$ cat src/sls_pkg.sv
// Constants shared by the status indicator sequencer and its timebase.
// Assumes a single 100 MHz system clock.
`default_nettype none

package sls_pkg;

  // ==========================================================================
  // Clock and timebase
  // ==========================================================================
  localparam int CLK_MHZ      = 100;
  localparam int TICK_TIME_US = 1000;
  localparam int TICK_CYCLES  = TICK_TIME_US * CLK_MHZ;

  // ==========================================================================
  // Pattern timing, in milliseconds unless named otherwise
  // ==========================================================================
  localparam int SLOW_FLASH_DHZ = 25;
  localparam int FAST_FLASH_DHZ = 100;
  localparam int PULSE_ON_MS    = 200;
  localparam int PULSE_OFF_MS   = 1000;
  localparam int DBL_GAP_MS     = 200;

  localparam int PHASE_W = 11;
  localparam logic [PHASE_W-1:0] SLOW_PERIOD = PHASE_W'(10000 / SLOW_FLASH_DHZ);
  localparam logic [PHASE_W-1:0] FAST_PERIOD = PHASE_W'(10000 / FAST_FLASH_DHZ);
  localparam logic [PHASE_W-1:0] SLOW_HALF   = PHASE_W'(5000 / SLOW_FLASH_DHZ);
  localparam logic [PHASE_W-1:0] FAST_HALF   = PHASE_W'(5000 / FAST_FLASH_DHZ);
  localparam logic [PHASE_W-1:0] SGL_ON      = PHASE_W'(PULSE_ON_MS);
  localparam logic [PHASE_W-1:0] SGL_PERIOD  = PHASE_W'(PULSE_ON_MS + PULSE_OFF_MS);
  localparam logic [PHASE_W-1:0] DBL_ON2     = PHASE_W'(PULSE_ON_MS + DBL_GAP_MS);
  localparam logic [PHASE_W-1:0] DBL_OFF2    = PHASE_W'(2 * PULSE_ON_MS + DBL_GAP_MS);
  localparam logic [PHASE_W-1:0] DBL_PERIOD  =
      PHASE_W'(2 * PULSE_ON_MS + DBL_GAP_MS + PULSE_OFF_MS);
  localparam logic [PHASE_W-1:0] PHASE_ONE   = 11'h001;

  // ==========================================================================
  // Communication state encoding and pin synchroniser layout
  // ==========================================================================
  typedef enum logic [2:0] {
    SLS_ST_INIT   = 3'h0,
    SLS_ST_PREOP  = 3'h1,
    SLS_ST_SAFEOP = 3'h2,
    SLS_ST_OP     = 3'h3,
    SLS_ST_BOOT   = 3'h4
  } sls_run_t;

  localparam int NUM_CHAN  = 16;
  localparam int CHAN_BITS = 8;
  localparam int PIN_MISC  = 7;
  localparam int PIN_W     = PIN_MISC + 2 * NUM_CHAN;

endpackage : sls_pkg

`default_nettype wire

$ cat src/sls_sequencer.sv
// Front-panel indicator sequencer: link, ready, run, error, supply and channel lamps.
// Assumes firmware status is on clk_sys; pin-level status is asynchronous.
// Notes on behaviour
// - Link lamp green while either network port has a connection, else dark.
// - Ready lamp steady green once the device is ready.
// - Ready lamp flashes yellow during a firmware update.
// - Ready lamp alternates green and yellow on supply voltage or temperature fault.
// - Ready lamp steady red for an invalid or reserved identification switch.
// - Ready lamp dark while the device is not ready.
// - Run lamp dark in the Init state.
// - Run lamp flashes at 2.5 Hz in Pre-Operational.
// - Run lamp single pulse, 200 ms lit then 1000 ms dark, in Safe-Operational.
// - Run lamp steady green in Operational.
// - Run lamp flashes at 10 Hz in Bootstrap.
// - Error lamp steady red on critical error, dark when no error.
// - Error lamp flashes at 2.5 Hz on a refused state change.
// - Error lamp double pulse when the process-data watchdog expired.
// - Sensor lamp green with power, dark without, red on overload.
// - Drive lamp green while actuator voltage is present.
// - Input channel lamp yellow while its input is set.
// - Output channel lamp yellow when set, red when faulted, dark otherwise.
// - Channel lamps indexed by byte then bit, sixteen in two bytes.
`default_nettype none

module sls_sequencer
  import sls_pkg::*;
#(
  parameter int unsigned TICK_CYC = TICK_CYCLES,
  parameter int          NCH      = NUM_CHAN
) (
  input  wire logic           clk_sys,
  input  wire logic           rst_b,
  input  wire logic           upstreamPortLink,
  input  wire logic           downstreamPortLink,
  input  wire logic           deviceReady,
  input  wire logic           firmwareUpdate,
  input  wire logic           switchInvalid,
  input  wire logic           sensorVoltFault,
  input  wire logic           tempCritical,
  input  wire logic [2:0]     runState,
  input  wire logic           criticalError,
  input  wire logic           configError,
  input  wire logic           watchdogExpired,
  input  wire logic           sensorPowerPresent,
  input  wire logic           sensorOverload,
  input  wire logic           drivePowerPresent,
  input  wire logic [NCH-1:0] chanIsOutput,
  input  wire logic [NCH-1:0] chanInputLevel,
  input  wire logic [NCH-1:0] chanOutputSet,
  input  wire logic [NCH-1:0] chanOutputFault,
  output logic                linkLedGreen,
  output logic                readyLedGreen,
  output logic                readyLedYellow,
  output logic                readyLedRed,
  output logic                runLedGreen,
  output logic                errorLedRed,
  output logic                sensorPowerLedGreen,
  output logic                sensorPowerLedRed,
  output logic                drivePowerLedGreen,
  output logic [NCH-1:0]      chanLedYellow,
  output logic [NCH-1:0]      chanLedRed
);

  localparam int PW = PIN_MISC + 2 * NCH;

  // ==========================================================================
  // Declarations
  // ==========================================================================
  logic [PW-1:0]  pinRaw;
  logic [PW-1:0]  sync1_reg;
  logic [PW-1:0]  sync2_reg;
  logic [PW-1:0]  sync3_reg;
  logic [PW-1:0]  pinFilt_reg;
  logic [PW-1:0]  pinFilt_next;
  logic           fUpLink;
  logic           fDownLink;
  logic           fSensFault;
  logic           fTempCrit;
  logic           fSensPresent;
  logic           fSensOverload;
  logic           fDrivePresent;
  logic [NCH-1:0] fChanIn;
  logic [NCH-1:0] fChanFault;
  logic           slowFlash;
  logic           fastFlash;
  logic           singlePulse;
  logic           doublePulse;
  logic           supplyWarn;
  logic           rdyGreen_next;
  logic           rdyYellow_next;
  logic           rdyRed_next;
  logic           run_next;
  logic           err_next;
  logic [NCH-1:0] chanYel_next;
  logic [NCH-1:0] chanRed_next;
  sls_run_t       runSt;

  // ==========================================================================
  // Pin synchroniser: three stages, a change is taken when stages two and three agree
  // ==========================================================================
  assign pinRaw = {chanOutputFault, chanInputLevel, drivePowerPresent, sensorOverload,
                   sensorPowerPresent, tempCritical, sensorVoltFault, downstreamPortLink,
                   upstreamPortLink};

  assign pinFilt_next = (sync2_reg ~^ sync3_reg) & sync3_reg |
                        (sync2_reg ^ sync3_reg) & pinFilt_reg;

  always_ff @(posedge clk_sys or negedge rst_b) begin
    if (!rst_b) begin
      sync1_reg   <= '0;
      sync2_reg   <= '0;
      sync3_reg   <= '0;
      pinFilt_reg <= '0;
    end else begin
      sync1_reg   <= pinRaw;
      sync2_reg   <= sync1_reg;
      sync3_reg   <= sync2_reg;
      pinFilt_reg <= pinFilt_next;
    end
  end

  assign fUpLink       = pinFilt_reg[0];
  assign fDownLink     = pinFilt_reg[1];
  assign fSensFault    = pinFilt_reg[2];
  assign fTempCrit     = pinFilt_reg[3];
  assign fSensPresent  = pinFilt_reg[4];
  assign fSensOverload = pinFilt_reg[5];
  assign fDrivePresent = pinFilt_reg[6];
  assign fChanIn       = pinFilt_reg[PIN_MISC +: NCH];
  assign fChanFault    = pinFilt_reg[PIN_MISC + NCH +: NCH];

  // ==========================================================================
  // Shared pattern timebase
  // ==========================================================================
  sls_timebase #(
    .TICK_CYC (TICK_CYC)
  ) u_timebase (
    .clk_sys     (clk_sys),
    .rst_b       (rst_b),
    .slowFlash   (slowFlash),
    .fastFlash   (fastFlash),
    .singlePulse (singlePulse),
    .doublePulse (doublePulse)
  );

  // ==========================================================================
  // Ready lamp selection, highest priority first
  // ==========================================================================
  assign supplyWarn = fSensFault | fTempCrit;

  assign rdyRed_next    = switchInvalid;
  assign rdyYellow_next = !switchInvalid && (
                            (firmwareUpdate && slowFlash) ||
                            (!firmwareUpdate && supplyWarn && !slowFlash));
  assign rdyGreen_next  = !switchInvalid && !firmwareUpdate && (
                            (supplyWarn && slowFlash) ||
                            (!supplyWarn && deviceReady));

  // ==========================================================================
  // Run and error lamp selection
  // ==========================================================================
  assign runSt = sls_run_t'(runState);

  always_comb begin
    case (runSt)
      SLS_ST_INIT:   run_next = 1'b0;
      SLS_ST_PREOP:  run_next = slowFlash;
      SLS_ST_SAFEOP: run_next = singlePulse;
      SLS_ST_OP:     run_next = 1'b1;
      SLS_ST_BOOT:   run_next = fastFlash;
      default:       run_next = 1'b0;
    endcase
  end

  assign err_next = criticalError ? 1'b1 :
                    watchdogExpired ? doublePulse :
                    configError ? slowFlash : 1'b0;

  // ==========================================================================
  // Channel lamps: index is byte times eight plus bit
  // ==========================================================================
  for (genvar i = 0; i < NCH; i++) begin : g_chan
    assign chanYel_next[i] = chanIsOutput[i] ? (chanOutputSet[i] && !fChanFault[i])
                                             : fChanIn[i];
    assign chanRed_next[i] = chanIsOutput[i] && fChanFault[i];
  end

  // ==========================================================================
  // Lamp output registers
  // ==========================================================================
  always_ff @(posedge clk_sys or negedge rst_b) begin
    if (!rst_b) begin
      linkLedGreen        <= 1'b0;
      readyLedGreen       <= 1'b0;
      readyLedYellow      <= 1'b0;
      readyLedRed         <= 1'b0;
      runLedGreen         <= 1'b0;
      errorLedRed         <= 1'b0;
      sensorPowerLedGreen <= 1'b0;
      sensorPowerLedRed   <= 1'b0;
      drivePowerLedGreen  <= 1'b0;
    end else begin
      linkLedGreen        <= fUpLink | fDownLink;
      readyLedGreen       <= rdyGreen_next;
      readyLedYellow      <= rdyYellow_next;
      readyLedRed         <= rdyRed_next;
      runLedGreen         <= run_next;
      errorLedRed         <= err_next;
      sensorPowerLedGreen <= fSensPresent && !fSensOverload;
      sensorPowerLedRed   <= fSensOverload;
      drivePowerLedGreen  <= fDrivePresent;
    end
  end

  always_ff @(posedge clk_sys or negedge rst_b) begin
    if (!rst_b) begin
      chanLedYellow <= '0;
      chanLedRed    <= '0;
    end else begin
      chanLedYellow <= chanYel_next;
      chanLedRed    <= chanRed_next;
    end
  end
endmodule : sls_sequencer

`default_nettype wire

$ cat src/sls_timebase.sv
// Shared millisecond timebase and the flash and pulse pattern generator.
// Assumes clk_sys at the package rate; all patterns start together at reset.
`default_nettype none

module sls_timebase
  import sls_pkg::*;
#(
  parameter int unsigned TICK_CYC = TICK_CYCLES
) (
  input  wire logic clk_sys,
  input  wire logic rst_b,
  output logic      slowFlash,
  output logic      fastFlash,
  output logic      singlePulse,
  output logic      doublePulse
);

  localparam int PRE_W = $clog2(TICK_CYC + 1);

  logic [PRE_W-1:0]   preCnt_reg;
  logic [PHASE_W-1:0] slowPh_reg;
  logic [PHASE_W-1:0] fastPh_reg;
  logic [PHASE_W-1:0] sglPh_reg;
  logic [PHASE_W-1:0] dblPh_reg;
  logic               msTick;
  logic               dblOn;

  // ==========================================================================
  // Millisecond tick and phase counters
  // ==========================================================================
  assign msTick = (preCnt_reg == PRE_W'(TICK_CYC - 1));
  assign dblOn  = (dblPh_reg < SGL_ON) || ((dblPh_reg >= DBL_ON2) && (dblPh_reg < DBL_OFF2));

  always_ff @(posedge clk_sys or negedge rst_b) begin
    if (!rst_b) begin
      preCnt_reg <= '0;
    end else begin
      preCnt_reg <= msTick ? '0 : preCnt_reg + PRE_W'(1);
    end
  end

  // All counters share one tick and one reset, so equal patterns stay in phase.
  always_ff @(posedge clk_sys or negedge rst_b) begin
    if (!rst_b) begin
      slowPh_reg <= '0;
      fastPh_reg <= '0;
      sglPh_reg  <= '0;
      dblPh_reg  <= '0;
    end else if (msTick) begin
      slowPh_reg <= (slowPh_reg == SLOW_PERIOD - PHASE_ONE) ? '0 : slowPh_reg + PHASE_ONE;
      fastPh_reg <= (fastPh_reg == FAST_PERIOD - PHASE_ONE) ? '0 : fastPh_reg + PHASE_ONE;
      sglPh_reg  <= (sglPh_reg == SGL_PERIOD - PHASE_ONE) ? '0 : sglPh_reg + PHASE_ONE;
      dblPh_reg  <= (dblPh_reg == DBL_PERIOD - PHASE_ONE) ? '0 : dblPh_reg + PHASE_ONE;
    end
  end

  always_ff @(posedge clk_sys or negedge rst_b) begin
    if (!rst_b) begin
      slowFlash   <= 1'b0;
      fastFlash   <= 1'b0;
      singlePulse <= 1'b0;
      doublePulse <= 1'b0;
    end else begin
      slowFlash   <= (slowPh_reg < SLOW_HALF);
      fastFlash   <= (fastPh_reg < FAST_HALF);
      singlePulse <= (sglPh_reg < SGL_ON);
      doublePulse <= dblOn;
    end
  end
endmodule : sls_timebase

`default_nettype wire

$ cat config.mk
export PLATFORM = sky130hd
export DESIGN_NAME = sls_sequencer
export DESIGN_NICKNAME = d
export VERILOG_FILES = /design/src/sls_pkg.sv /design/src/sls_sequencer.sv /design/src/sls_timebase.sv
export SDC_FILE = /design/constraint.sdc
export NUM_CORES = 1
export LEC_CHECK = 0
export ABC_AREA = 1
export BUFFER_PORTS_ARGS = -buffer_cell sky130_fd_sc_hd__buf_4
export CAP_MARGIN = 20
export CORE_UTILIZATION = 40
export DETAILED_ROUTE_END_ITERATION = 16
export HOLD_SLACK_MARGIN = 0.05
export PLACE_DENSITY_LB_ADDON = 0.25
export SLEW_MARGIN = 20
export SYNTH_ARGS = -nofsm -noshare
export SYNTH_HDL_FRONTEND = slang
export SYNTH_SLANG_ARGS = --single-unit
export TNS_END_PERCENT = 1
$ cat constraint.sdc
create_clock -name clk_sys -period 3.6 [get_ports clk_sys]
set_clock_uncertainty 0.05 [all_clocks]
set_input_delay 0.18 -clock clk_sys [delete_from_list [all_inputs] [get_ports clk_sys]]
set_output_delay 0.18 -clock clk_sys [all_outputs]
set_load 0.02 [all_outputs]
* Word level (Yosys, flattened, before mapping)
Cells that the tools add are included.
** Cells by class
- $add $sub $neg :: 5
- Order comparisons :: 6
- Equal/unequal tests :: 9
- Mux-type cells :: 25
- Bitwise logic cells :: 7
- Reduce and logical (&&, ||, !) cells :: 66
** Operator list (number)
- $and 39x39->39 :: 2
- $add 11x1->11 const B :: 4
- $mux 11 :: 4
- $logic_and 1x1->1 :: 42
- $or 39x39->39 :: 1
- $xnor 39x39->39 :: 1
- $xor 39x39->39 :: 1
- $lt 11x8->1 const B :: 3
- $eq 11x11->1 const B :: 2
- $logic_not 1->1 :: 21
- $mux 1 :: 19
- $add 17x1->17 const B :: 1
- $eq 17x17->1 const B :: 1
- $mux 17 :: 1
- $eq 11x7->1 const B :: 1
- $eq 11x9->1 const B :: 1
- $ge 11x9->1 const B :: 1
- $lt 11x10->1 const B :: 1
- $lt 11x6->1 const B :: 1
- $eq 3x2->1 const B :: 2
- $pmux 1 s4 :: 1
- $eq 3x1->1 const B :: 1
- $eq 3x3->1 const B :: 1
- $logic_or 1x1->1 :: 3
- $or 1x1->1 :: 2
** Word-level totals
- Register bits :: 262
- Bits of input ports :: 82
- Output and inout bits :: 41
- Logic and storage cells :: 142

* Logic depth before layout (Yosys ltp)
Gate-level depths: netlist of the first run.
- Depth in word-level cells :: 5
- Mapped depth :: 10
- Gate-level depth less buffers :: 9

* Modules after synthesis
Synthesis of the first run repeated with hierarchy kept, for this count alone.
** Second synthesis, totals
- Cell total of the unflattened synthesis :: 933
- Area, all modules :: 10102.2 um2
** By module, submodules not included
- sls_sequencer :: instances 1, cells each 382, area each 6213.5 um2, seq. area each 4929.7 um2
- sls_timebase :: instances 1, cells each 551, area each 3888.7 um2, seq. area each 1626.6 um2

* Least setup slack after synthesis of the first run
Ideal clock, no wire load.
- Path type :: reg2reg
- From :: register u_timebase.preCnt_reg[0]
- To :: register u_timebase.fastPh_reg[4]
- Library setup time :: 0.122 ns
- Data arrival time :: 1.298 ns
- Data required time :: 3.428 ns
- Setup slack :: 2.130 ns
- Stages on the path, launching flop included :: 10
- Buffers on the path :: 1
- Period minus slack after synthesis :: 1.470 ns
- Path through :: dfrtp_1 ha_1 nand2_1 inv_2 nand2_1 nor2_1 nand3_4 buf_6 nand2_1 o21ai_2
** On the way
- Word-level cells in the longest chain between the ends :: 1
** RTL lines
- start, declared :: line sls_timebase.sv:20 : logic [PRE_W-1:0] preCnt_reg;
- start signal, assigned :: line sls_timebase.sv:38 : preCnt_reg <= msTick ? '0 : preCnt_reg + PRE_W'(1);
- $eq 17x17->1 :: line sls_timebase.sv:31 : assign msTick = (preCnt_reg == PRE_W'(TICK_CYC - 1));
- end signal, assigned :: line sls_timebase.sv:51 : fastPh_reg <= (fastPh_reg == FAST_PERIOD - PHASE_ONE) ? '0 : fastPh_reg + PHASE_ONE;
- end, declared :: line sls_timebase.sv:22 : logic [PHASE_W-1:0] fastPh_reg;
No other way between the ends.
A chain may end at the register's enable or synchronous reset.

* Final worst setup path of the first run
- From :: register u_timebase.preCnt_reg[0]
- To :: register u_timebase.sglPh_reg[3]
** On the way
- Word-level cells in the longest chain between the ends :: 1
** RTL lines
- $eq 17x17->1 :: line sls_timebase.sv:31
- end signal, assigned :: line sls_timebase.sv:52 : sglPh_reg <= (sglPh_reg == SGL_PERIOD - PHASE_ONE) ? '0 : sglPh_reg + PHASE_ONE;
- end, declared :: line sls_timebase.sv:23 : logic [PHASE_W-1:0] sglPh_reg;
No other way between the ends.

==> flow_summary_export.csv, run 1 <==
group,metric,value,unit
worst_hold_path,hold_class,"in2reg",
sta,fin_crit,2.02,ns
worst_setup_path,worst_path_max_delay_cell,"nand2_1",
place,io_buffers,122,
worst_setup_path,critPathArrivalTime,2.39,ns
sta,relSlewSlack,0.436,
power,irDropWorstVdd,0.442,mV
clocking,clock_sinks,262,
synth,syn_nets,1023,
routing,drcViolationCount,0,
layout,nets,1253,
place,dp_slack,1.58,ns
routing,wl_per_cell,12.2,µm
sta,period_share,0.561,
die,die_w,160,µm
synth,syn_inst,896,
clocking,htreeDepth,1,
synth,synth.cell_area,10000,µm²
clocking,numCtsBuffers,28,
job,max_cap_violations,0,
die,start_util,0.410,
routing,vias,6696,
clocking,clockBufferDepth,3,
place,gp_congestion,0.810,
layout,drive_gt1_frac,0.173,
power,p_per_area,506,nW/µm²
clocking,ctsResizeCount,0,
place,post-dp-hpwl,11.7,mm
sta,setup_slack,1.58,ns
synth,syn_area_per_cell,11.2,µm²
run_status,status,"completed",
worst_setup_path,required,3.97,ns
sta,max_freq,495,MHz
synth,seq_area_frac_synth,0.656,
global_routing,overflow,0,
clocking,clk_pin_slew,0.06,ns
routing,first_pass_iters,5,
global_routing,grt_antenna_before_repair,0,
layout,diodes,0,
die,pin_count,123,
sta,hold_violations,0,
sta,tightestPinTransition,0.847,ns
worst_setup_path,worst_setup_path_end_kind,"flip-flop",
clocking,cts_setup_buffers,0,
worst_setup_path,worst-path-max-fanout,20,
synth,post_synth_num_cell_types,36,
worst_setup_path,max_stage_delay,0.47,ns
global_routing,grt.total_usage,0.148,
sta,setup_tns,0,ns
die,die_area,25600,µm²
worst_setup_path,timing_worst_setup_path_type,"reg2reg",
routing,vias_per_cell,4.55,
synth,yosys_warnings,0,
routing,ant_nets,0,
global_routing,grt_first_pass_wirelength,31.7,mm
layout,area_growth,31.5,%
worst_setup_path,path_cells,"ha_1 > nand2_1 > inv_2 > nand2_1 > nor2_2 > nand2_1 > o21bai_1 > nand2_1 > inv_1",
clocking,clkLatencyLatePin,0.52,ns
sta,rsz0062_at_grt,"no",
die,num_rows,57,
clocking,ctsRootBufferMaster,"clkbuf_16",
global_routing,grt_pass1_vias,6636,
routing,routed_wl,18.0,mm
worst_setup_path,cp-start-kind,"flip-flop",
global_routing,grt_max_degree,114,
synth,synth-seq-cells,262,
routing,drtIter0Drc,372,
power,p_leak,6.58,nW
sta,setup_viol,0,
worst_setup_path,path_common_cell,"nand2_1",
die,die_y,160,µm
sta,slew_violations,0,
die,core_area,24400,µm²
clocking,cts_tree,"built",
==> metal layers <==
metal | GRT usage | vias up | share of wire
met1 | 0.207 | 3203 | 0.48
met2 | 0.244 | 120 | 0.47
met4 | 0.0333 | 0 | 0.013
met3 | 0.0234 | 19 | 0.042
li1 | - | 3354 | -
met5 | 0 | - | 0
==> Yosys cell counts <==
cell      instances  area (µm²)
o21bai_1          2        15.0
mux2i_1          17         170
nor2_2           10        62.6
dfrtp_1         262        6560
clkinv_2          1        5.00
o31ai_1           1        7.51
nor3_2            1        10.0
or2_2             1        6.26
nand2_1         174         653
nand3_2           1        10.0
nor2_1           94         353
nor4_1            2        12.5
nand3_1          51         255
o21a_1            1        7.51
xor2_1           16         140
buf_4             1        7.51
a21o_1           39         293
o21ai_2           6        52.6
a21oi_1           8        40.0
a31oi_1           4        25.0
o21ai_1          14        70.1
nor3_1            9        45.0
inv_1            89         334
nor3b_1           1        7.51
nand4_1          10        62.6
nand3_4           1        17.5
ha_1             45         563
o21ai_0          16        80.1
inv_2             5        18.8
a211oi_1          1        7.51
buf_6             4        45.0
xnor2_1           4        35.0
buf_2             1        5.00
nand2_2           2        12.5
clkbuf_1          1        3.75
nor2_4            1        11.3
==> placed cells by master, fill, tap and decap left out, drive strengths merged <==
master         n
mux2i         17
nand3         53
ha            45
o21ai         36
a31oi          4
nor3b          1
inv           94
bufinv         5
or2            1
a21oi          8
o21bai         2
nor2         105
xnor2          4
nor4           2
nor3          10
nand4         10
a211oi         1
clkbuf        39
dlygate4sd3   83
o21a           1
xor2          16
clkinv         7
buf          124
dfrtp        262
o31ai          1
a21o          39
clkinvlp       1
nand2        176
==> what timing repair did <==
action,in CTS,in global routing
endpoints found under the hold margin,187,0
endpoints found under the setup margin,0,0
hold buffers,83,0
==> worst paths after layout <==
check                                          from                       to  slack, ns  depth (start not counted)
min reg2reg                            sync1_reg[4]             sync2_reg[4]       0.29                          0
min in group asynchronous                     rst_b            sync3_reg[35]       0.27                          2
max reg2reg                u_timebase.preCnt_reg[0]  u_timebase.sglPh_reg[3]       1.58                          9
max                        u_timebase.preCnt_reg[0]  u_timebase.sglPh_reg[3]       1.58                          9
max in group asynchronous                     rst_b  u_timebase.dblPh_reg[5]       2.30                          3
min                              chanOutputFault[9]            sync1_reg[32]       0.26                          2
==> critical path: cells and delay by family, from the launching register on <==
kind	cells	cell delay [ns]
AOI/OAI and AO/OA	1	0.35
adders and majority gates	1	0.17
DFF	1	0.37
and+or+nand+nor	5	0.86
buffers and inverters	2	0.12
==> metrics by stage <==
step           hold WS (ns)   util  power, mW  instances  cell area (µm²)
6_report              0.257  0.539       6.66       1471            13100
5_1_grt               0.237  0.539       6.95       1471            13100
4_1_cts               0.223  0.539       6.76       1471            13100
3_5_place_dp          0.240  0.464       3.62       1337            11300
3_3_place_gp          0.239  0.464       3.60       1337            11300
2_1_floorplan        -0.166      -       3.37        896            10000
==> cell type report <==
type | count | area (µm²)
inverters | 95 | 358
clock inverters | 12 | 206
well taps | 324 | 405
repair buffers | 207 | 1790
fillers | 2124 | 11200
flip-flops and latches | 262 | 6560
clock buffers | 39 | 802
multi-input cells | 532 | 3030
==> kinds of logic after synthesis <==
kind of cell,count (synthesis),share of synthesized area
adders and majority gates,45,0.0563
and+or+nand+nor,358,0.152
AOI/OAI and AO/OA,92,0.0598
DFF,262,0.656
buffers and inverters,102,0.0419
xor gates and xnor gates,20,0.0175
muxes,17,0.0170
==> report_power, final <==
part | switching (mW) | total, mW | internal (mW) | leakage [nW]
sequential | 0.0637 | 3.17 | 3.11 | 3.23
combinational | 0.219 | 0.468 | 0.249 | 2.86
clock | 1.10 | 3.02 | 1.91 | 0.492
total | 1.39 | 6.66 | 5.27 | 6.58
No activity file was read; power rests on OpenSTA's default activity.
==> run 2: changes to the inputs <==
==> constraint.sdc (replaced) <==
create_clock -name clk_sys -period 1.8 [get_ports clk_sys]
set_clock_uncertainty 0.05 [all_clocks]
set_input_delay 0.09 -clock clk_sys [delete_from_list [all_inputs] [get_ports clk_sys]]
set_output_delay 0.09 -clock clk_sys [all_outputs]
set_load 0.02 [all_outputs]
==> flow_summary_export.csv, run 2 (synthesis results as in run 1) <==
group,metric,value,unit
routing,routed_wl,18.4,mm
clocking,cts_tree,"built",
power,sequentialPowerShare,0.486,
sta,fin_crit,1.63,ns
place,gp_congestion,0.846,
global_routing,grt_antenna_before_repair,0,
clocking,clk_pin_slew,0.06,ns
place,post-dp-hpwl,12.2,mm
layout,num-fill-cells,2090,
global_routing,overflow,0,
clocking,clockBufferDepth,3,
worst_setup_path,worst_setup_path_end_kind,"flip-flop",
die,pin_count,123,
routing,drcViolationCount,0,
power,p_int,10.3,mW
sta,max_freq,612,MHz
job,max_cap_violations,0,
layout,area_growth,32.2,%
power,switchingPower,2.74,mW
routing,first_pass_iters,4,
sta,setup_tns,0,ns
routing,vias_per_cell,4.53,
die,die_w,160,µm
die,die_area,25600,µm²
worst_setup_path,worst-path-max-fanout,13,
routing,ant_nets,0,
clocking,numCtsBuffers,28,
sta,period_share,0.907,
power,p_leak,6.63,nW
global_routing,grt_first_pass_wirelength,32.1,mm
layout,nets,1266,
worst_hold_path,hold_class,"in2async",
layout,drive_gt1_frac,0.184,
die,die_y,160,µm
power,pwr-share-clk,0.442,
global_routing,grt_pass1_vias,6795,
clocking,ctsRootBufferMaster,"clkbuf_16",
routing,vias,6709,
worst_setup_path,rrSetupSlack,0.17,ns
sta,relSlewSlack,0.668,
worst_setup_path,timing_worst_setup_path_type,"reg2reg",
run_status,status,"completed",
layout,final_cell_mix,"dfrtp_1, nand2_1, buf_4",
clocking,ctsResizeCount,0,
worst_setup_path,required,2.17,ns
die,start_util,0.410,
sta,tightestPinTransition,0.494,ns
sta,rsz0062_at_grt,"no",
clocking,htreeDepth,1,
layout,final_common_cell,"dfrtp_1",
power,switching_share,0.210,
die,core_area,24400,µm²
place,io_buffers,122,
global_routing,grt.total_usage,0.150,
routing,wl_per_cell,12.4,µm
worst_setup_path,critPathArrivalTime,2.00,ns
worst_setup_path,cp-start-kind,"flip-flop",
sta,slew_violations,0,
die,num_rows,57,
worst_setup_path,rr_worst_depth,9,
sta,hold_violations,0,
sta,setup_slack,0.167,ns
place,dp_slack,0.139,ns
power,p_per_area,986,nW/µm²
power,irDropWorstVdd,0.601,mV
layout,diodes,0,
sta,setup_viol,0,
routing,drtIter0Drc,321,
global_routing,grt_max_degree,74,
power,p_comb_frac,0.072,
clocking,clock_sinks,262,
clocking,clkLatencyLatePin,0.52,ns
[run 2: cell types whose count changed in the layout (fill, tap and decap cells not counted), sizes merged]
cell	before	now
buf	124	140
bufinv	5	3
clkbuf	39	38
clkinv	7	6
dlygate4sd3	83	80
[run 2: cell type report]
class / count / area, µm² / share of cell area
clock buffer: 38 / 820 / 0.0620
inverter: 95 / 358 / 0.0271
clock inverter: 9 / 126 / 0.00956
tap: 324 / 405 / 0.0307
timing repair buffer: 220 / 1930 / 0.146
multi-input combinational: 532 / 3030 / 0.229
sequential: 262 / 6560 / 0.496
[run 2: repair_timing]
item / in CTS / in global routing
setup buffers: 0 / 2
hold endpoints to repair: 338 / 0
hold buffers: 81 / 0
setup endpoints to repair: 0 / 4
[run 2: layer usage]
metal / GRT usage / share of wire / wire, µm / up-vias
met2: 0.248 / 0.46 / 8510 / 132
met5: 0 / 0 / 0 / -
li1: - / - / - / 3380
met4: 0.0398 / 0.016 / 286 / 0
met1: 0.205 / 0.48 / 8740 / 3170
met3: 0.0257 / 0.045 / 834 / 27
[run 2: critical path, stage by stage (launching register included)]
cell and delay [ns]:
dfrtp_1 0.39, ha_1 0.21, nand2_1 0.11, inv_2 0.05
nand2_1 0.14, nor2_2 0.05, nand2_1 0.08, buf_4 0.23
nor2_1 0.06, o21a_1 0.16
[run 2: path summary, 6_finish.rpt]
kind | startpoint | endpoint
max | u_timebase.preCnt_reg[0] | u_timebase.dblPh_reg[3]
min | rst_b | pinFilt_reg[35]
max reg2reg | u_timebase.preCnt_reg[0] | u_timebase.dblPh_reg[3]
min reg2reg | sync1_reg[4] | sync2_reg[4]
max in group asynchronous | rst_b | sync2_reg[32]
min in group clk_sys | chanOutputFault[9] | sync1_reg[32]
[run 2: power groups by stage]
stage	Sequential, mW	Combinational, mW	Clock (mW)
2_1_floorplan	6.53	0.213	0
3_3_place_gp	6.44	0.786	0
3_5_place_dp	6.45	0.801	0
4_1_cts	6.35	0.961	5.96
5_1_grt	6.38	1.05	6.21
6_report	6.34	0.942	5.76
[run 2: per-stage QoR]
step / power (mW) / util / cells / hold slack, ns / cell area [µm²]
after floorplan: 6.74 / - / 896 / -0.256 / 10000
after global placement: 7.22 / 0.469 / 1350 / -0.0690 / 11400
after detailed placement: 7.25 / 0.469 / 1350 / -0.0657 / 11400
after CTS: 13.3 / 0.542 / 1478 / 0.113 / 13200
after global routing: 13.6 / 0.542 / 1480 / 0.113 / 13200
final: 13.0 / 0.542 / 1480 / 0.121 / 13200
